## src/logic/mwcp_consts.svh

```systemverilog
// Constants for the memory write and code protection block.
// Overview of operation
// RL1: Low-voltage programming bit set makes the shared pin a reset; pin-enable bit ignored.
// RL2: While programming over the low-voltage interface, clearing that enable bit is refused.
// RL3: Storage area write-protect bit low blocks self-writes there, only when the area is enabled.
// RL4: Data EEPROM protect bit low blocks external EEPROM access; external reads return zero.
// RL5: The CPU always keeps full read and write access to the data EEPROM.
// RL6: Config write-protect bit low blocks self-writes to config words; high allows them.
// RL7: Boot block write-protect bit low blocks self-writes there, only when boot block enabled.
// RL8: Application write-protect bit low blocks self-writes to the application region.
// RL9: Boot block enable bit low makes a partition; high gives size zero.
// RL10: Boot size field is writable only while the boot block is disabled.
// RL11: Size codes 111..011 give 512, 1024, 2048, 4096, 8192 words from address zero.
// RL12: A boot size above half the user program memory is clamped to exactly half.
// RL13: Protection and enable bits are sticky; only a bulk erase returns them to one. Here the LVP bit is not sticky, and arst_n also reloads all ones.
// RL14: Code protect bit low blocks external program memory access; external reads return zero.
// RL15: CPU reads of program memory are never affected by code protection.
// RL16: CPU self-write permission depends on region write-protect bits only, never code protect.
// RL17: Program memory and EEPROM protection come from separate, independent bits.
// RL18: Four user ID words at 8000h-8003h are readable and writable in normal running.
// RL19: Bits 13 down to 1 of the code protection word always read as one.
// RL20: With low-voltage programming off, pin-enable bit chooses reset (1) or input (0).
// RL21: Every access carries a tag saying whether it comes from the CPU or the programmer.
// RL22: A blocked write changes no memory and starts no program or erase operation.
`ifndef MWCP_CONSTS_SVH
`define MWCP_CONSTS_SVH

`define MWCP_OFF_MEMCFG 2'h0
`define MWCP_OFF_CPCFG 2'h1
`define MWCP_OFF_STATUS 2'h2

`define MWCP_B_LVP 13
`define MWCP_B_STORAGE_AREA_WRITE_PROTECT_N 11
`define MWCP_B_EEPROM_WRITE_PROTECT_N 10
`define MWCP_B_CONFIG_WRITE_PROTECT_N 9
`define MWCP_B_BOOT_BLOCK_WRITE_PROTECT_N 8
`define MWCP_B_APP_BLOCK_WRITE_PROTECT_N 7
`define MWCP_B_STORAGE_AREA_ENABLE_N 4
`define MWCP_B_BOOT_BLOCK_ENABLE_N 3
`define MWCP_B_CP 0

`define MWCP_F_BOOT_BLOCK_SIZE_SEL 14'h0007
`define MWCP_F_LVP 14'h2000
`define MWCP_CFG_ERASED 14'h3FFF
`define MWCP_MEM_STICKY 14'h0F98
`define MWCP_MEM_WRMASK 14'h2F9F
`define MWCP_MEM_UNIMPL 14'h1060
`define MWCP_CP_STICKY 14'h0001
`define MWCP_CP_WRMASK 14'h0001
`define MWCP_CP_UNIMPL 14'h3FFE
`define MWCP_CP_ONES 13'h1FFF

`define MWCP_UID_BASE 16'h8000
`define MWCP_UID_LAST 16'h8003
`define MWCP_BB_MIN_WORDS 17'h00200
`define MWCP_BB_SEL_MIN 3'h7

`define MWCP_ST_PINRST 0
`define MWCP_ST_LVP 1
`define MWCP_ST_BBACT 2
`define MWCP_ST_BLK 3

`endif

```

## src/logic/mwcp_pkg.sv

```systemverilog
// Types shared by the memory write and code protection block.
package mwcp_pkg;

	typedef struct packed {
		logic valid;
		logic ext;
		logic write;
		logic eeprom;
		logic [15:0] addr;
		logic [13:0] wdata;
	} mwcp_req_t;

	typedef struct packed {
		logic done;
		logic blocked;
		logic [13:0] rdata;
	} mwcp_rsp_t;

	typedef struct packed {
		logic [13:0] word;
	} mwcp_word_st_t;

	typedef struct packed {
		logic [3:0][13:0] uid;
		mwcp_rsp_t rsp;
		logic [13:0] reg_rdata;
		logic pin_reset;
		logic lvp_en;
		logic [16:0] bb_size;
		logic last_blocked;
	} mwcp_top_st_t;

endpackage : mwcp_pkg

```

## src/logic/mwcp_sticky_word.sv

```systemverilog
// One configuration word with sticky protection bits and bulk erase.
`include "mwcp_consts.svh"

module mwcp_sticky_word #(
	parameter logic [13:0] STICKY = `MWCP_MEM_STICKY,
	parameter logic [13:0] WRMASK = `MWCP_MEM_WRMASK,
	parameter logic [13:0] UNIMPL = `MWCP_MEM_UNIMPL
) (
	input wire logic sys_clk,
	input wire logic arst_n,
	input wire logic erase,
	input wire logic wr,
	input wire logic [13:0] wr_data,
	input wire logic [13:0] wr_allow,
	output logic [13:0] value
);

	mwcp_pkg::mwcp_word_st_t st_r;
	mwcp_pkg::mwcp_word_st_t st_nxt;
	logic [13:0] m;

	if ((STICKY & ~WRMASK) != 14'h0000) begin : g_bad_mask
		$error("Sticky bits must be writable");
	end

	assign m = WRMASK & wr_allow;

	always_comb begin
		st_nxt = st_r;
		if (erase) begin
			st_nxt.word = `MWCP_CFG_ERASED; // RL13
		end else if (wr) begin
			st_nxt.word = ((st_r.word & ~m) | (wr_data & m)) & (st_r.word | ~STICKY); // RL13
		end
	end

	always_ff @(posedge sys_clk or negedge arst_n) begin
		if (!arst_n) begin
			st_r <= '{word: `MWCP_CFG_ERASED};
		end else begin
			st_r <= st_nxt;
		end
	end

	assign value = st_r.word | UNIMPL;
endmodule : mwcp_sticky_word

```

## src/logic/mwcp_boot_size.sv

```systemverilog
// Boot block size decode with clamping to half of program memory.
`include "mwcp_consts.svh"

module mwcp_boot_size #(
	parameter int PROG_WORDS = 16384
) (
	input wire logic sys_clk,
	input wire logic arst_n,
	input wire logic boot_block_enable_n_n,
	input wire logic [2:0] sel,
	output logic [16:0] size
);

	localparam logic [16:0] HALF = 17'(PROG_WORDS / 2);
	logic [16:0] raw;

	// Each step down in the code doubles the size, starting at 512 words.
	assign raw = `MWCP_BB_MIN_WORDS << (`MWCP_BB_SEL_MIN - sel); // RL11
	assign size = boot_block_enable_n_n ? 17'h00000 : ((raw > HALF) ? HALF : raw); // RL9 RL12
endmodule : mwcp_boot_size

```

## src/logic/mwcp_top.sv

```systemverilog
// Memory write protection and code protection top level.
`include "mwcp_consts.svh"

module mwcp_top #(
	parameter int PROG_WORDS = 16384,
	parameter int SAF_WORDS = 128
) (
	input wire logic sys_clk,
	input wire logic arst_n,
	input wire logic [1:0] reg_addr,
	input wire logic [13:0] reg_wdata,
	input wire logic reg_wr,
	input wire logic reg_rd,
	output logic [13:0] reg_rdata,
	input wire logic bulk_erase,
	input wire logic lvp_prog_active,
	input wire logic reset_pin_enable,
	input wire mwcp_pkg::mwcp_req_t acc_req,
	input wire logic [13:0] mem_rdata,
	input wire logic [13:0] eeprom_rdata,
	output logic mem_wr_go,
	output mwcp_pkg::mwcp_rsp_t acc_rsp,
	output logic reset_pin_is_reset,
	output logic low_voltage_prog_enable,
	output logic [16:0] boot_block_size
);

	// ************************************************************
	// Parameter checks
	// ************************************************************

	if (PROG_WORDS < 1024 || PROG_WORDS > 32768 ||
		(PROG_WORDS & (PROG_WORDS - 1)) != 0) begin : g_bad_prog
		$error("PROG_WORDS must be a power of two from 1024 to 32768");
	end

	if (SAF_WORDS < 1 || SAF_WORDS >= PROG_WORDS / 2) begin : g_bad_saf
		$error("SAF_WORDS must be below half of PROG_WORDS");
	end

	localparam logic [16:0] PROG_LIM = 17'(PROG_WORDS);
	localparam logic [16:0] SAF_BASE = 17'(PROG_WORDS - SAF_WORDS);

	mwcp_pkg::mwcp_top_st_t st_r;
	mwcp_pkg::mwcp_top_st_t st_nxt;

	// ************************************************************
	// Configuration words
	// ************************************************************

	logic [13:0] memcfg;
	logic [13:0] cpcfg;
	logic memcfg_wr;
	logic cpcfg_wr;
	logic [13:0] memcfg_allow;
	logic [13:0] cpcfg_allow;
	logic cfg_unlocked;

	assign memcfg_wr = reg_wr && reg_addr == `MWCP_OFF_MEMCFG;
	assign cpcfg_wr = reg_wr && reg_addr == `MWCP_OFF_CPCFG;

	// With the config lock set every self-write to either word is dropped.
	assign cfg_unlocked = memcfg[`MWCP_B_CONFIG_WRITE_PROTECT_N]; // RL6

	always_comb begin
		memcfg_allow = cfg_unlocked ? `MWCP_CFG_ERASED : 14'h0000; // RL6
		if (lvp_prog_active) begin
			memcfg_allow = memcfg_allow & ~`MWCP_F_LVP; // RL2
		end
		if (!memcfg[`MWCP_B_BOOT_BLOCK_ENABLE_N]) begin
			memcfg_allow = memcfg_allow & ~`MWCP_F_BOOT_BLOCK_SIZE_SEL; // RL10
		end
		cpcfg_allow = cfg_unlocked ? `MWCP_CFG_ERASED : 14'h0000; // RL6
	end

	mwcp_sticky_word #(
		.STICKY(`MWCP_MEM_STICKY),
		.WRMASK(`MWCP_MEM_WRMASK),
		.UNIMPL(`MWCP_MEM_UNIMPL)
	) u_memcfg (
		.sys_clk(sys_clk),
		.arst_n(arst_n),
		.erase(bulk_erase),
		.wr(memcfg_wr),
		.wr_data(reg_wdata),
		.wr_allow(memcfg_allow),
		.value(memcfg)
	);

	mwcp_sticky_word #(
		.STICKY(`MWCP_CP_STICKY),
		.WRMASK(`MWCP_CP_WRMASK),
		.UNIMPL(`MWCP_CP_UNIMPL)
	) u_cpcfg (
		.sys_clk(sys_clk),
		.arst_n(arst_n),
		.erase(bulk_erase),
		.wr(cpcfg_wr),
		.wr_data(reg_wdata),
		.wr_allow(cpcfg_allow),
		.value(cpcfg) // RL19
	);

	logic [16:0] bb_size_c;

	mwcp_boot_size #(
		.PROG_WORDS(PROG_WORDS)
	) u_boot_block_size_sel (
		.sys_clk(sys_clk),
		.arst_n(arst_n),
		.boot_block_enable_n_n(memcfg[`MWCP_B_BOOT_BLOCK_ENABLE_N]),
		.sel(memcfg[2:0]),
		.size(bb_size_c)
	);

	// ************************************************************
	// Access decode
	// ************************************************************

	logic [16:0] addr_x;
	logic in_pm;
	logic in_uid;
	logic in_bb;
	logic in_saf;
	logic in_app;
	logic mapped;
	logic self_blk;
	logic ext_blk;
	logic blocked;
	logic [1:0] uid_idx;
	logic [13:0] rd_src;

	assign addr_x = {1'b0, acc_req.addr};
	assign uid_idx = acc_req.addr[1:0];
	assign in_pm = !acc_req.eeprom && addr_x < PROG_LIM;
	assign in_uid = !acc_req.eeprom && acc_req.addr >= `MWCP_UID_BASE &&
		acc_req.addr <= `MWCP_UID_LAST;
	assign mapped = acc_req.eeprom || in_pm || in_uid;

	// Regions: boot block from zero, storage area at the top, the rest is application.
	assign in_bb = in_pm && addr_x < bb_size_c; // RL7
	assign in_saf = in_pm && !memcfg[`MWCP_B_STORAGE_AREA_ENABLE_N] && addr_x >= SAF_BASE; // RL3
	assign in_app = in_pm && !in_bb && !in_saf;

	// Self-writes look only at region locks; the code protect bit is not consulted.
	assign self_blk = (in_bb && !memcfg[`MWCP_B_BOOT_BLOCK_WRITE_PROTECT_N]) || // RL7 RL16
		(in_saf && !memcfg[`MWCP_B_STORAGE_AREA_WRITE_PROTECT_N]) || // RL3
		(in_app && !memcfg[`MWCP_B_APP_BLOCK_WRITE_PROTECT_N]); // RL8

	// External access is gated by two separate bits, one per memory.
	assign ext_blk = acc_req.eeprom ? !memcfg[`MWCP_B_EEPROM_WRITE_PROTECT_N] : // RL4 RL17
		(in_pm && !cpcfg[`MWCP_B_CP]); // RL14 RL17

	// CPU reads and CPU EEPROM writes are never blocked by a mapped address.
	assign blocked = !mapped || (acc_req.ext ? ext_blk : // RL21
		(acc_req.write && !acc_req.eeprom && self_blk)); // RL5 RL15 RL16

	assign mem_wr_go = acc_req.valid && acc_req.write && !blocked && !in_uid; // RL22

	always_comb begin
		if (in_uid) begin
			rd_src = st_r.uid[uid_idx]; // RL18
		end else if (acc_req.eeprom) begin
			rd_src = eeprom_rdata;
		end else begin
			rd_src = mem_rdata;
		end
	end

	// ************************************************************
	// State update
	// ************************************************************

	always_comb begin
		st_nxt = st_r;
		st_nxt.rsp.done = acc_req.valid;
		st_nxt.rsp.blocked = acc_req.valid && blocked;
		// Refused reads answer with zeros so nothing leaks to the programmer.
		st_nxt.rsp.rdata = (acc_req.valid && !blocked) ? rd_src : 14'h0000; // RL4 RL14
		if (acc_req.valid) begin
			st_nxt.last_blocked = blocked;
		end
		if (bulk_erase) begin
			st_nxt.uid = {4{`MWCP_CFG_ERASED}};
		end else if (acc_req.valid && acc_req.write && in_uid && !blocked) begin
			st_nxt.uid[uid_idx] = acc_req.wdata; // RL18
		end
		st_nxt.lvp_en = memcfg[`MWCP_B_LVP];
		st_nxt.pin_reset = memcfg[`MWCP_B_LVP] || reset_pin_enable; // RL1 RL20
		st_nxt.bb_size = bb_size_c;
		st_nxt.reg_rdata = 14'h0000;
		if (reg_rd) begin
			case (reg_addr)
				`MWCP_OFF_MEMCFG: begin
					st_nxt.reg_rdata = memcfg;
				end
				`MWCP_OFF_CPCFG: begin
					st_nxt.reg_rdata = cpcfg; // RL19
				end
				`MWCP_OFF_STATUS: begin
					st_nxt.reg_rdata[`MWCP_ST_PINRST] = st_r.pin_reset;
					st_nxt.reg_rdata[`MWCP_ST_LVP] = st_r.lvp_en;
					st_nxt.reg_rdata[`MWCP_ST_BBACT] = !memcfg[`MWCP_B_BOOT_BLOCK_ENABLE_N];
					st_nxt.reg_rdata[`MWCP_ST_BLK] = st_r.last_blocked;
				end
				default: begin
					st_nxt.reg_rdata = 14'h0000;
				end
			endcase
		end
	end

	always_ff @(posedge sys_clk or negedge arst_n) begin
		if (!arst_n) begin
			st_r <= '{
				uid: {4{`MWCP_CFG_ERASED}},
				rsp: '{done: 1'b0, blocked: 1'b0, rdata: 14'h0000},
				reg_rdata: 14'h0000,
				pin_reset: 1'b1,
				lvp_en: 1'b1,
				bb_size: 17'h00000,
				last_blocked: 1'b0
			};
		end else begin
			st_r <= st_nxt;
		end
	end

	assign reg_rdata = st_r.reg_rdata;
	assign acc_rsp = st_r.rsp;
	assign reset_pin_is_reset = st_r.pin_reset;
	assign low_voltage_prog_enable = st_r.lvp_en;
	assign boot_block_size = st_r.bb_size;
endmodule : mwcp_top

```

## config.mk

```make
export PLATFORM = sky130hd
export DESIGN_NAME = mwcp_top
export DESIGN_NICKNAME = d
export VERILOG_FILES = /design/src/logic/mwcp_pkg.sv /design/src/logic/mwcp_sticky_word.sv /design/src/logic/mwcp_boot_size.sv /design/src/logic/mwcp_top.sv
export VERILOG_INCLUDE_DIRS = /design/src /design/src/logic
export SDC_FILE = /design/constraint.sdc
export NUM_CORES = 1
export LEC_CHECK = 0
export BUFFER_PORTS_ARGS = -buffer_cell sky130_fd_sc_hd__buf_2
export CORE_ASPECT_RATIO = 0.75
export CORE_UTILIZATION = 48
export CTS_BUF_LIST = sky130_fd_sc_hd__clkbuf_4 sky130_fd_sc_hd__clkbuf_8 sky130_fd_sc_hd__clkbuf_16
export CTS_CLUSTER_SIZE = 14
export DETAILED_ROUTE_END_ITERATION = 16
export GPL_TIMING_DRIVEN = 0
export PLACE_DENSITY = 0.83
export RECOVER_POWER = 50
export SYNTH_ARGS = -nofsm -noshare
export SYNTH_HDL_FRONTEND = slang
export SYNTH_SLANG_ARGS = --single-unit
export TNS_END_PERCENT = 20
```

## constraint.sdc

```tcl
create_clock -name sys_clk -period 2.5 [get_ports sys_clk]
set_input_delay 0.25 -clock sys_clk [delete_from_list [all_inputs] [get_ports sys_clk]]
set_output_delay 0.25 -clock sys_clk [all_outputs]
set_load 0.01 [all_outputs]
```

==> metrics.txt <==
status finished, violations left; violated checks setup timing; power per standard cell area 554 nW/µm²; site row count 33; Tmin final 2.89 ns; number of global-route vias before repair 4290; Slew Limit Fails 0; final worst setup slack -0.395 ns; final setup TNS -4.50 ns; CP Max Fanout 3; Avg Inst Size Synth around 11 µm²; crit end category primary output; initial antenna violation count 0; post-place setup slack -0.341 ns; CP startpoint kind register; max_cap viols 0; Top Metal Used met4; clock root buffer clkbuf_16; arrival time worst endpoint 2.64 ns; core region area around 11000 µm²; Num CTS Buffers 9; sequential area share after synthesis 0.511; Fmax roughly 0.35 GHz; # IOs 135; vias 4325; Starting Density 0.495; switching pwr 0.897 mW; metal2 WL about 6.5 mm; Worst VDD drop between 0.0003 and 0.0004 V; chip width 125 µm; WS Path Type register to primary output; Int Power roughly 2.8 mW; total wire length 13.9 mm; register clock-pin slew on the reported worst setup and hold paths 0.07 ns; Synth Register Bits 107; Synth Flop Type dfstp_2; HPWL after detailed placement 9.84 mm; Vert. Die Dim 94.0 µm; Clk pwr share 0.390; skew final 0.00737 ns; DR vias/cell 5.50; CTS Buffer Depth 2; TritonCTS clock tree done; Avg WL per Cell 17.7 µm; Worst Max-Slew Pin Slew 1.15 ns; Die ar. around 12000 µm²; Crit path required time 2.25 ns; EDFF count, synth 0; # setup viols final 16; WL met3 1.23 mm; Tcrit/Tclk final 1.16; gr ovfl total 0; post-synth top area share 0.340; Final Hold Vio Count 0; Ys Warns 0; Synth async-reset ratio 1.00; CTS sink cnt 107; top cells by area, synth dfstp_2, dfrtp_1, buf_4; share of layout cells above drive strength 1 0.477; GPL Wtd Cong 0.850; Total Nets Final between 700 and 800; Yosys cell types 49; Min-Delay Path Class primary input to register; part of the power in registers 0.488; Gate power share 0.122; Layout area overhead 23.3%; Cell Area, Synth about 5400 µm²; clock latency on the worst-skew pair 0.35 ns; # H-tree levels 3; DRT antenna net count 0; n_diodes 0; Net Sw Frac 0.242; first-pass GRT wire length 22.3 mm; Metal-1 WL 5.94 mm; GRT Overall Usage 0.249; largest area contributor in the netlist dfstp_2; RSZ-0062 raised after global routing yes; Starting DRT DRC Count 315; Mapped Cells 494; Slew headroom 0.236; post-route DRC violation count 0; largest net degree at the start of global routing 64; IO buf count between 100 and 150; leakage dissipation just under 3 nW; detailed-routing iteration count for the pre-antenna-repair pass 5
[power by group through the flow]
stage	clock, mW	sequential (mW)	combinational (mW)
global route	1.53	1.81	0.493
finish	1.44	1.80	0.452
detailed placement	0	1.83	0.434
floorplan	0	1.82	0.246
CTS	1.47	1.80	0.453
global placement	0	1.83	0.416
[stage by stage]
stage	instances	power [mW]	area, µm²	utilization	hold WS (ns)
CTS	785	3.72	6670	0.609	0.0878
global placement	763	2.25	6220	0.569	0.377
detailed placement	764	2.27	6250	0.571	0.293
finish	786	3.70	6670	0.610	0.0989
floorplan	506	2.07	5460	-	-0.0456
global route	786	3.83	6670	0.610	0.0913
[cell type report]
class	instances	area, µm²
Tap cell	140	175
Clock inverter	2	16.3
Timing Repair Buffer	124	659
Sequential cell	107	2770
Inverter	12	45.0
Buffer	78	492
Multi-Input combinational cell	309	2230
Fill cell	883	4270
Clock buffer	14	293
[path summary, 6_finish.rpt]
| check | cells past startpoint | end | from | slack (ns) |
|---|---|---|---|---|
| max in group asynchronous | 3 | st_r[75] | arst_n | 0.94 |
| hold / removal | 1 | acc_rsp[15] | acc_req[33] | 0.1 |
| hold reg to reg | 0 | low_voltage_prog_enable | u_memcfg.st_r[13] | 0.39 |
| min in group asynchronous | 2 | boot_block_size[15] | arst_n | 0.67 |
| setup / recovery | 9 | mem_wr_go | u_memcfg.st_r[2] | -0.39 |
| setup reg to reg | 11 | acc_rsp[10] | u_memcfg.st_r[2] | -0.35 |
[synth_stat cells, types with 2 or more instances]
master	instances
a21oi_1	58
nor2_1	50
o21ai_0	11
or2_2	3
buf_6	2
ha_1	7
inv_1	12
and2_1	3
nor4_4	5
nor3_1	57
buf_2	6
mux2i_1	15
nor4_1	2
a211oi_2	9
a211o_1	3
nand2_1	6
buf_4	47
mux4_2	14
clkbuf_1	23
dfstp_2	70
a211oi_1	7
nand3b_1	3
o311a_1	2
nor3b_1	2
conb_1	2
nand3_1	4
dfrtp_1	37
a21o_1	3
nand2b_1	11
[placed cells by master, fill, tap and decap left out, types with 5 or more instances in the layout]
cell type  instances
a21oi_1           57
mux4_2            14
o21ai_0           11
conb_1            14
buf_2            121
nor2_1            50
a211oi_2          10
clkbuf_1          24
mux2i_1           15
buf_4             52
a211oi_1           6
nor4_4             5
nand2b_1          11
ha_1               5
clkbuf_16         10
nor3_1            57
dfrtp_1           37
nand2_1            6
dfstp_2           70
inv_1             12
[state kept, by name, summed over array words and instances, names as in the netlist]
name,cells
boot_block_size,8
u_cpcfg.st_r,1
acc_rsp,16
reset_pin_is_reset,1
st_r,57
u_memcfg.st_r,11
low_voltage_prog_enable,1
reg_rdata,12
[what timing repair did]
item | CTS | global route
endpoints found under the setup margin | 17 | 16
hold buffers | 1 | 0
gates cloned | 1 | 0
buffers inserted | 3 | 1
hold endpoints to repair | 2 | 0
resized for setup | 11 | 1
pin swaps | 4 | 2
[cells by family (layout without fill, tap and decap cells)]
family	Yosys count	in the layout	synth area share
adder cells (fa/ha/maj)	7	7	0.0162
other	2	14	0.00139
AO/OA/AOI/OAI	102	102	0.122
buffers and inverters	90	230	0.0992
AND/OR/NAND/NOR	157	157	0.165
flip-flops	107	107	0.511
multiplexers	29	29	0.0860
[metal layers]
layer / up-vias / global-route usage
li1: 1996 / -
met1: 2089 / 0.337
met2: 223 / 0.396
met3: 17 / 0.0689
met4: 0 / 0.0673
met5: - / 0
[worst max-delay path: stages, from the launching register on]
cell       delay, ns
dfstp_2         0.58
nand2b_1        0.08
or3_4           0.35
ha_4            0.29
a21oi_2         0.05
a2bb2oi_2       0.17
a2111o_1        0.46
nand3_2         0.10
nor3b_2         0.05
buf_2           0.16
Power figures use the tool's default switching activity.
